--- config.mk ---
export PLATFORM = sky130hd
export DESIGN_NAME = programmable_timer_irq
export DESIGN_NICKNAME = d
export VERILOG_FILES = /design/src/timer_pkg.sv /design/src/programmable_timer_irq.sv
export SDC_FILE = /design/constraint.sdc
export NUM_CORES = 1
export LEC_CHECK = 0
export BUFFER_PORTS_ARGS = -buffer_cell sky130_fd_sc_hd__buf_2
export CAP_MARGIN = 20
export CORE_AREA = 2 2 121 123
export CTS_CLUSTER_SIZE = 20
export DETAILED_ROUTE_END_ITERATION = 10
export DIE_AREA = 0 0 123 125
export PLACE_DENSITY_LB_ADDON = 0.05
export SETUP_SLACK_MARGIN = 0.02
export SYNTH_ARGS = -nofsm -noshare
export SYNTH_HDL_FRONTEND = slang
export SYNTH_SLANG_ARGS = --single-unit
export TNS_END_PERCENT = 30
--- constraint.sdc ---
create_clock -name SYS_CLK -period 4.35 [get_ports SYS_CLK]
set_input_delay 0.2175 -clock SYS_CLK [delete_from_list [all_inputs] [get_ports SYS_CLK]]
set_output_delay 0.2175 -clock SYS_CLK [all_outputs]
set_load 0.01 [all_outputs]
--- src/timer_pkg.sv ---
// timer_pkg: register offsets, field positions, reset values and counts for the timer
// assumes a 32-bit AXI4-Lite slave, byte registers in the low bits of each word
package timer_pkg;
  // register indices (byte address = index * 4)
  localparam logic [7:0] IDX_CONTROL = 8'h12;
  localparam logic [7:0] IDX_STATUS = 8'h13;
  localparam logic [7:0] IDX_CAP_HI = 8'h14;
  localparam logic [7:0] IDX_CAP_LO = 8'h15;
  localparam logic [7:0] IDX_CMP_HI = 8'h16;
  localparam logic [7:0] IDX_CMP_LO = 8'h17;
  localparam logic [7:0] IDX_CNT_HI = 8'h18;
  localparam logic [7:0] IDX_CNT_LO = 8'h19;
  localparam logic [7:0] IDX_ALT_HI = 8'h1A;
  localparam logic [7:0] IDX_ALT_LO = 8'h1B;
  localparam logic [7:0] IDX_CORE = 8'h1C;
  // field positions shared by status flags and control enables, then control edge and level bits
  localparam int BIT_CAPTURE = 7;
  localparam int BIT_COMPARE = 6;
  localparam int BIT_OVERFLOW = 5;
  localparam int BIT_EDGE = 1;
  localparam int BIT_LEVEL = 0;
  // core register: bit 0 mask, bit 1 wait
  localparam int BIT_MASK = 0;
  localparam int BIT_WAIT = 1;
  localparam logic [15:0] COUNT_RESET = 16'hFFFC;
  localparam logic [7:0] CONTROL_RESET = 8'h00;
  localparam logic [1:0] CORE_RESET = 2'h1;
  localparam logic [1:0] RESP_OKAY = 2'h0;
  localparam logic [1:0] RESP_SLVERR = 2'h2;
  localparam int PRESCALE = 4;
endpackage : timer_pkg
--- src/programmable_timer_irq.sv ---
// programmable_timer_irq: 16-bit free running timer with capture, compare, overflow
// assumes SYS_CLK at 20 MHz, CAPTURE_IN asynchronous, AXI4-Lite master on the bus
//
// Functional notes
// - three flags in status bits seven to five
// - all flags share one interrupt request
// - request needs flag and matching enable
// - reset clears all three interrupt enables
// - request reaches core only when mask clear
// - flag clear: status access, then data access
// - timer keeps running during core wait state
// - fixed divide-by-four prescaler before counter
// - each function is high/low byte pair
// - high byte access suspends until low access
// - eleven consecutive byte registers decoded
// - reset touches only counter, control and core
// - capture edge sets flag at next flag-set state
// - compare evaluated only in compare state
// - compare flag set at following flag-set state
// - wrap to zero sets overflow at flag-set
// - overflow cleared by status then count low read
// - counter resets to FFFC, read-only
// - match sets flag and drives output level
// - selected edge latches counter plus one into capture
// - count high read buffers low byte
`timescale 1ns/1ps
module programmable_timer_irq (
  input wire logic SYS_CLK,
  input wire logic ARST_N,
  input wire logic CAPTURE_IN,
  output logic COMPARE_OUT,
  output logic TIMER_IRQ,
  input wire logic [31:0] S_AXI_AWADDR,
  input wire logic S_AXI_AWVALID,
  output logic S_AXI_AWREADY,
  input wire logic [31:0] S_AXI_WDATA,
  input wire logic [3:0] S_AXI_WSTRB,
  input wire logic S_AXI_WVALID,
  output logic S_AXI_WREADY,
  output logic [1:0] S_AXI_BRESP,
  output logic S_AXI_BVALID,
  input wire logic S_AXI_BREADY,
  input wire logic [31:0] S_AXI_ARADDR,
  input wire logic S_AXI_ARVALID,
  output logic S_AXI_ARREADY,
  output logic [31:0] S_AXI_RDATA,
  output logic [1:0] S_AXI_RRESP,
  output logic S_AXI_RVALID,
  input wire logic S_AXI_RREADY
);
  typedef enum logic [1:0] {ST_ZERO, ST_COMPARE, ST_TWO, ST_FLAG_SET} tstate_e;
  tstate_e tstate;
  logic [15:0] count;
  logic [15:0] capture;
  logic [15:0] compare;
  logic [7:0] timer_control;
  logic capture_flag, compare_flag, overflow_flag;
  logic [1:0] core;
  logic [7:0] low_buf;
  logic cap_hold, cmp_hold, cap_hold_cnt;
  logic arm_cap, arm_cmp, arm_ovf;
  logic cap_pend, cmp_pend, ovf_pend;
  logic sync1, sync2, sync3;
  logic [31:0] aw_addr, ar_addr;
  logic aw_have, w_have;
  logic [7:0] w_byte;
  logic w_en;
  logic wr_go, rd_go;
  logic [7:0] wr_idx, rd_idx;
  logic edge_seen;
  logic [7:0] next_rdata;
  logic rd_ok, wr_ok;

  // four timer states, counter steps at the flag-set state
  always_ff @(posedge SYS_CLK or negedge ARST_N) begin
    if (!ARST_N) begin
      tstate <= ST_ZERO;
    end else begin
      case (tstate)
        ST_ZERO: tstate <= ST_COMPARE;
        ST_COMPARE: tstate <= ST_TWO;
        ST_TWO: tstate <= ST_FLAG_SET;
        default: tstate <= ST_ZERO;
      endcase
    end
  end

  always_ff @(posedge SYS_CLK or negedge ARST_N) begin
    if (!ARST_N) begin
      count <= timer_pkg::COUNT_RESET;
    end else if (tstate == ST_FLAG_SET) begin
      count <= count + 16'h0001;
    end
  end

  // capture input synchroniser and edge detect
  always_ff @(posedge SYS_CLK or negedge ARST_N) begin
    if (!ARST_N) begin
      sync1 <= 1'b0;
      sync2 <= 1'b0;
      sync3 <= 1'b0;
    end else begin
      sync1 <= CAPTURE_IN;
      sync2 <= sync1;
      sync3 <= sync2;
    end
  end
  assign edge_seen = timer_control[timer_pkg::BIT_EDGE] ? (sync2 && !sync3) : (!sync2 && sync3);

  // bus handshake: write address and data taken in either order
  assign wr_go = aw_have && w_have && !S_AXI_BVALID;
  assign rd_go = S_AXI_ARVALID && S_AXI_ARREADY;
  assign wr_idx = aw_addr[9:2];
  assign rd_idx = S_AXI_ARADDR[9:2];
  assign wr_ok = (aw_addr[31:10] == 22'h000000) && (wr_idx >= timer_pkg::IDX_CONTROL)
    && (wr_idx <= timer_pkg::IDX_CORE);
  assign rd_ok = (S_AXI_ARADDR[31:10] == 22'h000000) && (rd_idx >= timer_pkg::IDX_CONTROL)
    && (rd_idx <= timer_pkg::IDX_CORE);

  always_ff @(posedge SYS_CLK or negedge ARST_N) begin
    if (!ARST_N) begin
      aw_have <= 1'b0;
      w_have <= 1'b0;
      aw_addr <= 32'h00000000;
      w_byte <= 8'h00;
      w_en <= 1'b0;
      S_AXI_AWREADY <= 1'b0;
      S_AXI_WREADY <= 1'b0;
      S_AXI_BVALID <= 1'b0;
      S_AXI_BRESP <= timer_pkg::RESP_OKAY;
    end else begin
      S_AXI_AWREADY <= !aw_have && !S_AXI_AWREADY && !S_AXI_BVALID;
      S_AXI_WREADY <= !w_have && !S_AXI_WREADY && !S_AXI_BVALID;
      if (S_AXI_AWVALID && S_AXI_AWREADY) begin
        aw_have <= 1'b1;
        aw_addr <= S_AXI_AWADDR;
      end
      if (S_AXI_WVALID && S_AXI_WREADY) begin
        w_have <= 1'b1;
        w_byte <= S_AXI_WDATA[7:0];
        w_en <= S_AXI_WSTRB[0];
      end
      if (wr_go) begin
        aw_have <= 1'b0;
        w_have <= 1'b0;
        S_AXI_BVALID <= 1'b1;
        S_AXI_BRESP <= wr_ok ? timer_pkg::RESP_OKAY : timer_pkg::RESP_SLVERR;
      end else if (S_AXI_BVALID && S_AXI_BREADY) begin
        S_AXI_BVALID <= 1'b0;
      end
    end
  end

  always_comb begin
    next_rdata = 8'h00;
    if (rd_idx == timer_pkg::IDX_CONTROL) begin
      next_rdata = timer_control;
    end else if (rd_idx == timer_pkg::IDX_STATUS) begin
      next_rdata = {capture_flag, compare_flag, overflow_flag, 5'h00};
    end else if (rd_idx == timer_pkg::IDX_CAP_HI) begin
      next_rdata = capture[15:8];
    end else if (rd_idx == timer_pkg::IDX_CAP_LO) begin
      next_rdata = capture[7:0];
    end else if (rd_idx == timer_pkg::IDX_CMP_HI) begin
      next_rdata = compare[15:8];
    end else if (rd_idx == timer_pkg::IDX_CMP_LO) begin
      next_rdata = compare[7:0];
    end else if (rd_idx == timer_pkg::IDX_CNT_HI || rd_idx == timer_pkg::IDX_ALT_HI) begin
      next_rdata = count[15:8];
    end else if (rd_idx == timer_pkg::IDX_CNT_LO || rd_idx == timer_pkg::IDX_ALT_LO) begin
      next_rdata = cap_hold_cnt ? low_buf : count[7:0];
    end else if (rd_idx == timer_pkg::IDX_CORE) begin
      next_rdata = {6'h00, core};
    end
  end

  always_ff @(posedge SYS_CLK or negedge ARST_N) begin
    if (!ARST_N) begin
      S_AXI_ARREADY <= 1'b0;
      S_AXI_RVALID <= 1'b0;
      S_AXI_RDATA <= 32'h00000000;
      S_AXI_RRESP <= timer_pkg::RESP_OKAY;
    end else begin
      S_AXI_ARREADY <= !S_AXI_ARREADY && !S_AXI_RVALID && S_AXI_ARVALID;
      if (rd_go) begin
        S_AXI_RVALID <= 1'b1;
        S_AXI_RDATA <= rd_ok ? {24'h000000, next_rdata} : 32'h00000000;
        S_AXI_RRESP <= rd_ok ? timer_pkg::RESP_OKAY : timer_pkg::RESP_SLVERR;
      end else if (S_AXI_RVALID && S_AXI_RREADY) begin
        S_AXI_RVALID <= 1'b0;
      end
    end
  end

  // counter read buffer: first high read freezes the low byte
  always_ff @(posedge SYS_CLK or negedge ARST_N) begin
    if (!ARST_N) begin
      cap_hold_cnt <= 1'b0;
      low_buf <= 8'h00;
    end else if (rd_go && rd_ok) begin
      if ((rd_idx == timer_pkg::IDX_CNT_HI || rd_idx == timer_pkg::IDX_ALT_HI)
          && !cap_hold_cnt) begin
        cap_hold_cnt <= 1'b1;
        low_buf <= count[7:0];
      end else if (rd_idx == timer_pkg::IDX_CNT_LO || rd_idx == timer_pkg::IDX_ALT_LO) begin
        cap_hold_cnt <= 1'b0;
      end
    end
  end

  // control and core registers; only control, core and counter reset
  always_ff @(posedge SYS_CLK or negedge ARST_N) begin
    if (!ARST_N) begin
      timer_control <= timer_pkg::CONTROL_RESET;
      core <= timer_pkg::CORE_RESET;
    end else if (wr_go && wr_ok && w_en) begin
      if (wr_idx == timer_pkg::IDX_CONTROL) begin
        timer_control <= w_byte;
      end else if (wr_idx == timer_pkg::IDX_CORE) begin
        core <= w_byte[1:0];
      end
    end
  end

  // compare register, suspended between high and low writes
  always_ff @(posedge SYS_CLK) begin
    if (wr_go && wr_ok && w_en && wr_idx == timer_pkg::IDX_CMP_HI) begin
      compare[15:8] <= w_byte;
    end
    if (wr_go && wr_ok && w_en && wr_idx == timer_pkg::IDX_CMP_LO) begin
      compare[7:0] <= w_byte;
    end
  end
  always_ff @(posedge SYS_CLK or negedge ARST_N) begin
    if (!ARST_N) begin
      cmp_hold <= 1'b0;
      cap_hold <= 1'b0;
    end else begin
      if (wr_go && wr_ok && w_en && wr_idx == timer_pkg::IDX_CMP_HI) begin
        cmp_hold <= 1'b1;
      end else if (wr_go && wr_ok && w_en && wr_idx == timer_pkg::IDX_CMP_LO) begin
        cmp_hold <= 1'b0;
      end
      if (rd_go && rd_ok && rd_idx == timer_pkg::IDX_CAP_HI) begin
        cap_hold <= 1'b1;
      end else if (rd_go && rd_ok && rd_idx == timer_pkg::IDX_CAP_LO) begin
        cap_hold <= 1'b0;
      end
    end
  end

  // capture latch: counter plus one, not touched by reset
  always_ff @(posedge SYS_CLK) begin
    if (edge_seen && !cap_hold) begin
      capture <= count + 16'h0001;
    end
  end

  // pending events wait for the flag-set state
  always_ff @(posedge SYS_CLK or negedge ARST_N) begin
    if (!ARST_N) begin
      cap_pend <= 1'b0;
      cmp_pend <= 1'b0;
      ovf_pend <= 1'b0;
      COMPARE_OUT <= 1'b0;
    end else begin
      if (edge_seen && !cap_hold) begin
        cap_pend <= 1'b1;
      end else if (tstate == ST_FLAG_SET) begin
        cap_pend <= 1'b0;
      end
      if (tstate == ST_COMPARE && !cmp_hold && compare == count) begin
        cmp_pend <= 1'b1;
        COMPARE_OUT <= timer_control[timer_pkg::BIT_LEVEL];
      end else if (tstate == ST_FLAG_SET) begin
        cmp_pend <= 1'b0;
      end
      ovf_pend <= (tstate == ST_TWO) && (count == 16'hFFFF);
    end
  end

  // flags: set wins over clear; arm by status read while set
  logic rd_status, acc_cap, acc_cmp, rd_cnt_lo;
  assign rd_status = rd_go && rd_ok && rd_idx == timer_pkg::IDX_STATUS;
  assign acc_cap = rd_go && rd_ok && rd_idx == timer_pkg::IDX_CAP_LO;
  assign acc_cmp = wr_go && wr_ok && w_en && wr_idx == timer_pkg::IDX_CMP_LO;
  assign rd_cnt_lo = rd_go && rd_ok
    && (rd_idx == timer_pkg::IDX_CNT_LO || rd_idx == timer_pkg::IDX_ALT_LO);

  always_ff @(posedge SYS_CLK or negedge ARST_N) begin
    if (!ARST_N) begin
      arm_cap <= 1'b0;
      arm_cmp <= 1'b0;
      arm_ovf <= 1'b0;
    end else begin
      if (rd_status) begin
        arm_cap <= capture_flag;
        arm_cmp <= compare_flag;
        arm_ovf <= overflow_flag;
      end else begin
        if (acc_cap) arm_cap <= 1'b0;
        if (acc_cmp) arm_cmp <= 1'b0;
        if (rd_cnt_lo) arm_ovf <= 1'b0;
      end
    end
  end

  // flags hold their value across reset
  always_ff @(posedge SYS_CLK) begin
    if (tstate == ST_FLAG_SET && cap_pend) begin
      capture_flag <= 1'b1;
    end else if (arm_cap && acc_cap) begin
      capture_flag <= 1'b0;
    end
    if (tstate == ST_FLAG_SET && cmp_pend) begin
      compare_flag <= 1'b1;
    end else if (arm_cmp && acc_cmp) begin
      compare_flag <= 1'b0;
    end
    if (tstate == ST_FLAG_SET && ovf_pend) begin
      overflow_flag <= 1'b1;
    end else if (arm_ovf && rd_cnt_lo) begin
      overflow_flag <= 1'b0;
    end
  end

  // shared request, gated by enables and core mask
  always_ff @(posedge SYS_CLK or negedge ARST_N) begin
    if (!ARST_N) begin
      TIMER_IRQ <= 1'b0;
    end else begin
      TIMER_IRQ <= !core[timer_pkg::BIT_MASK] && (
        (capture_flag && timer_control[timer_pkg::BIT_CAPTURE]) ||
        (compare_flag && timer_control[timer_pkg::BIT_COMPARE]) ||
        (overflow_flag && timer_control[timer_pkg::BIT_OVERFLOW]));
    end
  end

  count_step_a: assert property (@(posedge SYS_CLK) disable iff (!ARST_N)
    tstate == ST_FLAG_SET |=> count == $past(count) + 16'h0001)
    else $error("counter did not step");
  count_hold_a: assert property (@(posedge SYS_CLK) disable iff (!ARST_N)
    tstate != ST_FLAG_SET |=> $stable(count))
    else $error("counter moved outside step");
  irq_gate_a: assert property (@(posedge SYS_CLK) disable iff (!ARST_N)
    TIMER_IRQ |-> $past(timer_control[7:5] & {capture_flag, compare_flag, overflow_flag}) != 3'h0)
    else $error("request without enabled flag");
  irq_mask_a: assert property (@(posedge SYS_CLK) disable iff (!ARST_N)
    TIMER_IRQ |-> !$past(core[timer_pkg::BIT_MASK]))
    else $error("request while masked");
  ovf_set_a: assert property (@(posedge SYS_CLK) disable iff (!ARST_N)
    tstate == ST_TWO && count == 16'hFFFF |=> ##1 overflow_flag)
    else $error("overflow flag not set");
  flag_state_a: assert property (@(posedge SYS_CLK) disable iff (!ARST_N)
    $rose(compare_flag) |-> $past(tstate) == ST_FLAG_SET)
    else $error("compare flag set outside flag state");
  cap_state_a: assert property (@(posedge SYS_CLK) disable iff (!ARST_N)
    $rose(capture_flag) |-> $past(tstate) == ST_FLAG_SET)
    else $error("capture flag set outside flag state");
  ovf_clear_a: assert property (@(posedge SYS_CLK) disable iff (!ARST_N)
    $fell(overflow_flag) |-> $past(rd_cnt_lo) && $past(arm_ovf))
    else $error("overflow cleared without sequence");
endmodule : programmable_timer_irq

==> metrics.cfg, run 1 <==
[outcome]
status = complete, no violations

[clocking]
clk_latency_ps = 420
cts_buffer_depth = 2
cts_tree = built
htreeDepth = 4
cts_setup_buffers = 0
cts-buffers-inserted = 17
ctsRootBufferMaster = clkbuf_16
cts_num_sinks = 141
clk_pin_slew_ps = 70

[worst_setup_path]
arrival_ps = 2460
end_kind = flip-flop
crit_fanout = 9
path_class = flip-flop to flip-flop
cp-start-kind = flip-flop
required_ps = 4420

[global_routing]
grt_pass1_vias = 4667
grt_pass1_wl_um = 25200
grt_max_degree = 66
grtUsageTotal_pct = 21.8
grt_overflow = 0
antenna_found_initial = 0

[power]
clkPwrFrac_pct = 38.7
internal-power_mw = 2.66
power.density_mw_per_mm2 = 455
pwr-share-comb_pct = 13.0
ir_drop_uv = 359
total_power_mw = 3.64
power.switching_mw = 0.978
p_sw_share_pct = 26.9
p_seq_share_pct = 48.3
p_leak_nw = 3.52

[placed_design]
place_inst = 822
portBuffers = 93
gp_congestion = 0.886
dpl-instance-area_mm2 = 0.00737
preCtsSetupSlack_ps = 1840
dp_hpwl_um = 11600

[floorplan]
die_area_mm2 = 0.0154
ios = 151
start_util_pct = 48.3
core_area_mm2 = 0.0142
die_h_um = 125
rows = 44
dieWidth_um = 123

[synth]
ys_seq_area_share_pct = 53.8
ys.flop_type = dfrtp_1
ys_top_cells_by_area = dfrtp_1, edfxtp_1, mux2_2
synth.distinct_cells = 69
synth_top_area_cell = dfrtp_1
async_flop_share_pct = 75.2
yosys_warnings = 0
synth_top_area_share_pct = 33.2
synth_edf_count = 32
synth_most_common_cell = dfrtp_1
avgSynthCellArea_um2 = 11.9
syn_inst = 578
synth_seq_cells = 141
synthTopCellsByCount = dfrtp_1, mux2_2, edfxtp_1, clkbuf_1
syn_area_mm2 = 0.00686

[timing]
maxSlewHeadroom_pct = 43.8
layout_min_cycle_time_ps = 2390
period_share_pct = 54.9
slew_violations = 0
final-hold-violation-count = 0
tightest_slew_ps = 843
rsz0062_at_grt = false
whs_ps = 18.9
fmax_mhz = 419
setup_viol = 0
layout_setup_ws_ps = 1960
setup_tns_ps = 0
fin_skew_ps = 7.48

[final_layout]
syn_to_final_growth_pct = 16.4
drive_gt1_share_pct = 30.9
layout.nets = 773
num_antenna_cells = 0
fin_cells = 857
layout.core_utilization_pct = 56.2
finish.instance_area_mm2 = 0.00799

[drt]
ant_nets = 0
wl_per_cell_um = 18.7
drt_first_pass_iters = 6
drt_iter0_drc = 324
drt-total-wl_um = 16000
drc = 0
num_vias = 4748
vias_per_cell = 5.54

[flow_run]
drv_cap = 0

[min_path]
hold_class = input port to flip-flop

## kinds of logic after synthesis
logic type,share of synthesized area (%)
compound gates,9.54
xor+xnor,5.74
fa+ha+maj,0.912
buf+inv,5.76
flops,53.8
mux,11.6
other cells,0.0546
simple gates,12.6
## worst max-delay path, cell delays in order, from the launching register on
cell and delay (ps):
dfrtp_1 370, nor4_1 540, nand3_1 210, nor3_2 410, and3_1 500
## state kept, by name, indices dropped and copies added, names as in the netlist, 8 cells and up
| signal | count |
|---|---|
| aw_addr | 30 |
| capture | 16 |
| compare | 16 |
| count | 16 |
| S_AXI_RDATA | 8 |
| low_buf | 8 |
| timer_control | 8 |
| w_byte | 8 |
## final timing paths
check	slack, ps	to	cells past startpoint	start
hold reg to reg	350	sync2	0	sync1
setup reg to reg	1960	compare[4]	4	aw_addr[17]
min in group asynchronous	450	count[0]	2	ARST_N
max in group asynchronous	2820	core[0]	3	ARST_N
setup / recovery	1960	compare[4]	4	aw_addr[17]
hold / removal	20	aw_addr[26]	2	S_AXI_AWADDR[26]
## layout make-up
type	instances	area [um2]
Fill cell	1259	6220
Clock inverter	13	124
Multi-Input combinational cell	385	2870
Clock buffer	19	464
Tap cell	184	230
Timing Repair Buffer	101	556
Sequential cell	141	3690
Inverter	14	52.6
## cell usage in the layout (no fill, tap or decap), drive strengths merged, types with 8 or more instances in the layout
cell type   n
mux2i      10
xnor2      21
nor2b       8
nand3      13
nor4       13
xor2       24
nor2       28
a21oi      14
mux2       62
edfxtp     32
dfrtp      91
nor3       11
nand4      13
clkbuf     19
o21ai      10
inv        21
nand2      28
conb       26
a22o        9
dfstp      15
buf        98
## metal layers
layer	share of wire [%]	vias up	track usage, %
li1	-	2221	-
met1	43	2311	28.7
met2	47	186	34.0
met3	6.9	30	5.79
met4	3.5	0	9.43
met5	0	-	0
## power by group through the flow
stage	Clock [mW]	Combinational, mW	Sequential (mW)
3_3_place_gp	0	0.451	1.77
4_1_cts	1.44	0.481	1.76
6_report	1.41	0.473	1.76
2_1_floorplan	0	0.353	1.73
5_1_grt	1.50	0.523	1.79
3_5_place_dp	0	0.478	1.78
## repair_timing
| item | 4_1_cts | 5_1_grt |
|---|---|---|
| resized for setup | 0 | 0 |
| hold endpoints to repair | 57 | 0 |
| hold buffers | 3 | 0 |
No activity file was read; power rests on OpenSTA's default activity.
==> inputs of run 2 (changes only) <==
- clock period: 4.35 -> 2.35 ns (I/O delays scaled with it)
==> metrics.cfg, run 2 (synthesis results as in run 1) <==
[floorplan]
die_h_um = 125
dieWidth_um = 123
core_area_mm2 = 0.0142
die_area_mm2 = 0.0154
start_util_pct = 48.3
ios = 151
rows = 44

[worst_setup_path]
cp-endpoint = low_buf[3]
crit_cells = 6
cpPeakStageDelay_ps = 400
end_kind = flip-flop
path_class = flip-flop to flip-flop
path_cells = nor4bb_1, nand4_1, nor3_4, and3b_1, buf_4, mux2_1
cp-start-kind = flip-flop
startpoint = S_AXI_ARREADY
crit_path_top_delay_cell = nor3_4
arrival_ps = 2480
worst-path-buf-inv = 1
regToRegStartpoint = S_AXI_ARREADY
reg2reg_slack_ps = 180
crit_fanout = 9
worstRegToRegCells = 6
regToRegEndpoint = low_buf[3]
critPathTopFamily = simple AND/OR/NAND/NOR gates
required_ps = 2660

[final_layout]
drive_gt1_share_pct = 31.3
seq_area_mm2 = 0.00369
layout.core_utilization_pct = 60.2
layout_commonest_cell = buf_2
largest_reg_flops = 30
syn_to_final_growth_pct = 24.5
largest_register = aw_addr
fin_cells = 919
layout.nets = 835
final_cell_mix = buf_2, dfrtp_1, mux2_2
fillCellCount = 1170
finish.instance_area_mm2 = 0.00855
multi_input_area_mm2 = 0.00289
num_antenna_cells = 0

[timing]
fmax_mhz = 461
rsz0062_at_grt = true
setup_viol = 0
setup_tns_ps = 0
fin_skew_ps = 9.66
layout_min_cycle_time_ps = 2170
maxSlewHeadroom_pct = 59.4
slew_violations = 0
tightest_slew_ps = 610
final-hold-violation-count = 0
period_share_pct = 92.3

[global_routing]
grt_pass1_wl_um = 27500
grt_pass1_vias = 5160
grtUsageTotal_pct = 23.8
grt_max_degree = 63
grt_overflow = 0
antenna_found_initial = 0

[drt]
ant_nets = 0
wl_per_cell_um = 18.6
drc = 0
drt-total-wl_um = 17100
drt_iter0_drc = 316
vias_per_cell = 5.43
drt_first_pass_iters = 5
num_vias = 4987

[clocking]
cts_tree = built
cts_buffer_depth = 2
htreeDepth = 4
clk_latency_ps = 430
cts_num_sinks = 141
clk_pin_slew_ps = 60
ctsRootBufferMaster = clkbuf_16
cts-buffers-inserted = 17

[placed_design]
dp_hpwl_um = 12200
portBuffers = 93
dpl-instance-area_mm2 = 0.00752
place_inst = 842
gp_congestion = 0.939

[outcome]
status = complete, no violations

[power]
ir_drop_uv = 701
power.density_mw_per_mm2 = 790
p_leak_nw = 3.80
total_power_mw = 6.75

[flow_run]
drv_cap = 0

[min_path]
hold_class = input port to flip-flop
min_path_cells = 6

## run 2: cell types whose count changed in the layout (fill, tap and decap cells not counted), moves of 2 or more
cell / before / now
clkinv_4: 1 / 3
clkinvlp_4: 4 / 1
nor4_1: 13 / 11
buf_4: 5 / 25
buf_12: 0 / 2
nor4_2: 0 / 2
dlygate4sd3_1: 3 / 44
## run 2: area by class of cell
class	instances	share of cell area [%]
inverter	14	0.615
clock inverter	14	1.43
tap	184	2.69
sequential	141	43.2
clock buffer	18	5.02
multi-input combinational	385	33.8
timing repair buffer	163	13.2
## run 2: through the flow
stage,hold slack (ps),worst slack (ps)
after floorplan,-178,209
after global placement,157,209
after detailed placement,163,164
after CTS,181,149
after global routing,208,16.3
final,184,181
## run 2: how the worst min path moves through the flow
stage	end	startpoint	slack, ps
4_1_cts	S_AXI_RDATA[6]	S_AXI_ARADDR[29]	180
3_3_place_gp	count[0]	ARST_N	160
5_1_grt	S_AXI_RDATA[6]	S_AXI_ARADDR[16]	210
3_5_place_dp	count[0]	ARST_N	160
2_1_floorplan	COMPARE_OUT	ARST_N	-180
6_report	S_AXI_RDATA[6]	S_AXI_ARADDR[29]	180
## run 2: what timing repair did
item	4_1_cts	5_1_grt
setup endpoints to repair	0	8
hold endpoints to repair	85	0
buffers inserted	0	1
resized for setup	0	3
hold buffers	44	0
## run 2: layer usage
layer,vias to the layer above,track usage (%),part of all wire [%],wire [um]
met4,0,11.0,3.8,649
met3,42,6.30,5.6,954
met2,183,38.0,49,8300
met1,2419,30.3,42,7180
li1,2343,-,-,-
met5,-,0,0,0
## run 2: report_power, final
part	total, mW	switching (mW)	internal, mW
Clock	2.52	1.13	1.39
Combinational	0.948	0.399	0.549
Sequential	3.29	0.345	2.94
## run 2: worst reg2reg max path, delay by kind of cell, from the launching register on
kind	cells	cell delay, ps
buffers and inverters	1	150
flip-flops	1	390
multiplexers	1	330
AND/OR/NAND/NOR	4	1190
==> inputs of run 3 (changes only) <==
- PLACE_DENSITY_LB_ADDON: 0.05 -> 0.3
==> metrics.cfg, run 3 (synthesis results as in run 1) <==
[outcome]
status = complete, no violations

[drt]
num_vias = 5068
drt_iter0_drc = 428
ant_nets = 0
vias_per_cell = 5.53
drc = 0
drt_first_pass_iters = 5
drt-total-wl_um = 17400
wl_per_cell_um = 19.0

[worst_setup_path]
cp-start-kind = flip-flop
worst-path-buf-inv = 1
arrival_ps = 2490
path_cells = nor4_1, nand4_1, nor3_1, nor4bb_1, buf_4, mux2_2
reg2reg_slack_ps = 160
crit_path_top_delay_cell = nor4_1
cpPeakStageDelay_ps = 390
end_kind = flip-flop
path_class = flip-flop to flip-flop
required_ps = 2650
crit_fanout = 8
critPathTopFamily = simple AND/OR/NAND/NOR gates

[timing]
fin_skew_ps = 13.3
layout_min_cycle_time_ps = 2190
tightest_slew_ps = 857
final-hold-violation-count = 0
rsz0062_at_grt = false
slew_violations = 0
fmax_mhz = 457
setup_tns_ps = 0
maxSlewHeadroom_pct = 42.8
period_share_pct = 93.2
setup_viol = 0

[clocking]
cts-buffers-inserted = 17
cts_num_sinks = 141
cts_buffer_depth = 2
clk_latency_ps = 430
clk_pin_slew_ps = 60
htreeDepth = 4
ctsRootBufferMaster = clkbuf_16
cts_tree = built

[power]
clkPwrFrac_pct = 38.5
internal-power_mw = 5.06
p_leak_nw = 3.80
ir_drop_uv = 718
p_sw_share_pct = 26.9
pwr-share-comb_pct = 13.8
power.density_mw_per_mm2 = 811
p_seq_share_pct = 47.6
power.switching_mw = 1.87

[final_layout]
largest_register = aw_addr
final_cell_mix = buf_2, dfrtp_1, mux2_2
finish.instance_area_mm2 = 0.00854
layout.nets = 832
syn_to_final_growth_pct = 24.5
largest_reg_flops = 30
num_antenna_cells = 0
drive_gt1_share_pct = 31.1
layout_commonest_cell = buf_2

[floorplan]
dieWidth_um = 123
ios = 151
start_util_pct = 48.3
die_h_um = 125
die_area_mm2 = 0.0154
rows = 44
core_area_mm2 = 0.0142

[flow_run]
drv_cap = 0

[min_path]
hold_class = input port to flip-flop

[placed_design]
dpl-instance-area_mm2 = 0.00748
dp_hpwl_um = 12300
gp_congestion = 0.962
portBuffers = 93

[global_routing]
grt_pass1_wl_um = 27700
antenna_found_initial = 0
grt_max_degree = 48
grt_overflow = 0
grt_pass1_vias = 5293
grtUsageTotal_pct = 23.9

-- run 3: cell count changes in the layout (fill, tap and decap cells not counted), sizes merged --
cell         delta
buf             -4
bufinv          +1
clkbuf          +1
clkinv          -1
clkinvlp        -1
dlygate4sd3     +1
-- run 3: worst min-delay path, cell delays in order --
cell    delay [ps]
buf_2          220
nor3_1          90
a22o_1         180
-- run 3: path summary, 6_finish.rpt --
kind / startpoint / end / cells after the start
hold reg to reg: sync1 / sync2 / 0
setup / recovery: aw_addr[29] / timer_control[4] / 6
setup reg to reg: aw_addr[29] / timer_control[4] / 6
hold / removal: S_AXI_ARADDR[3] / cap_hold / 3
min in group asynchronous: ARST_N / count[1] / 2
max in group asynchronous: ARST_N / core[0] / 3
-- run 3: power groups by stage --
stage | clock network (mW) | registers [mW] | logic, mW
2_1_floorplan | 0 | 3.21 | 0.653
3_3_place_gp | 0 | 3.27 | 0.841
3_5_place_dp | 0 | 3.31 | 0.875
4_1_cts | 2.71 | 3.26 | 0.939
5_1_grt | 2.82 | 3.36 | 1.07
6_report | 2.67 | 3.30 | 0.959
-- run 3: cell type report --
type,count,area (um2)
clock buffer,19,464
clock inverter,13,123
fill,1145,5660
inverter,14,52.6
multi-input combinational,385,2900
sequential,141,3690
tap,184,230
timing repair buffer,160,1080
-- run 3: metrics by stage --
| step | cells | setup slack, ps | total power [mW] | hold WS [ps] | util [%] |
|---|---|---|---|---|---|
| 2_1_floorplan | 603 | 209 | 3.86 | -178 | - |
| 3_3_place_gp | 839 | 267 | 4.11 | 181 | 52.6 |
| 3_5_place_dp | 839 | 144 | 4.18 | 184 | 52.6 |
| 4_1_cts | 916 | 140 | 6.91 | 213 | 59.9 |
| 5_1_grt | 916 | 28.4 | 7.25 | 248 | 60.1 |
| 6_report | 916 | 160 | 6.93 | 230 | 60.1 |
-- run 3: repair_timing --
item	CTS	global route
setup endpoints to repair	0	8
hold buffers	45	0
setup buffers	0	0
resized for setup	0	4
hold endpoints to repair	83	0
-- run 3: layer usage --
layer	wire length, um	global-route usage, %	up-vias
li1	-	-	2342
met1	7110	30.2	2478
met2	8570	39.6	210
met3	1140	5.34	38
met4	550	9.96	0
met5	0	0	-
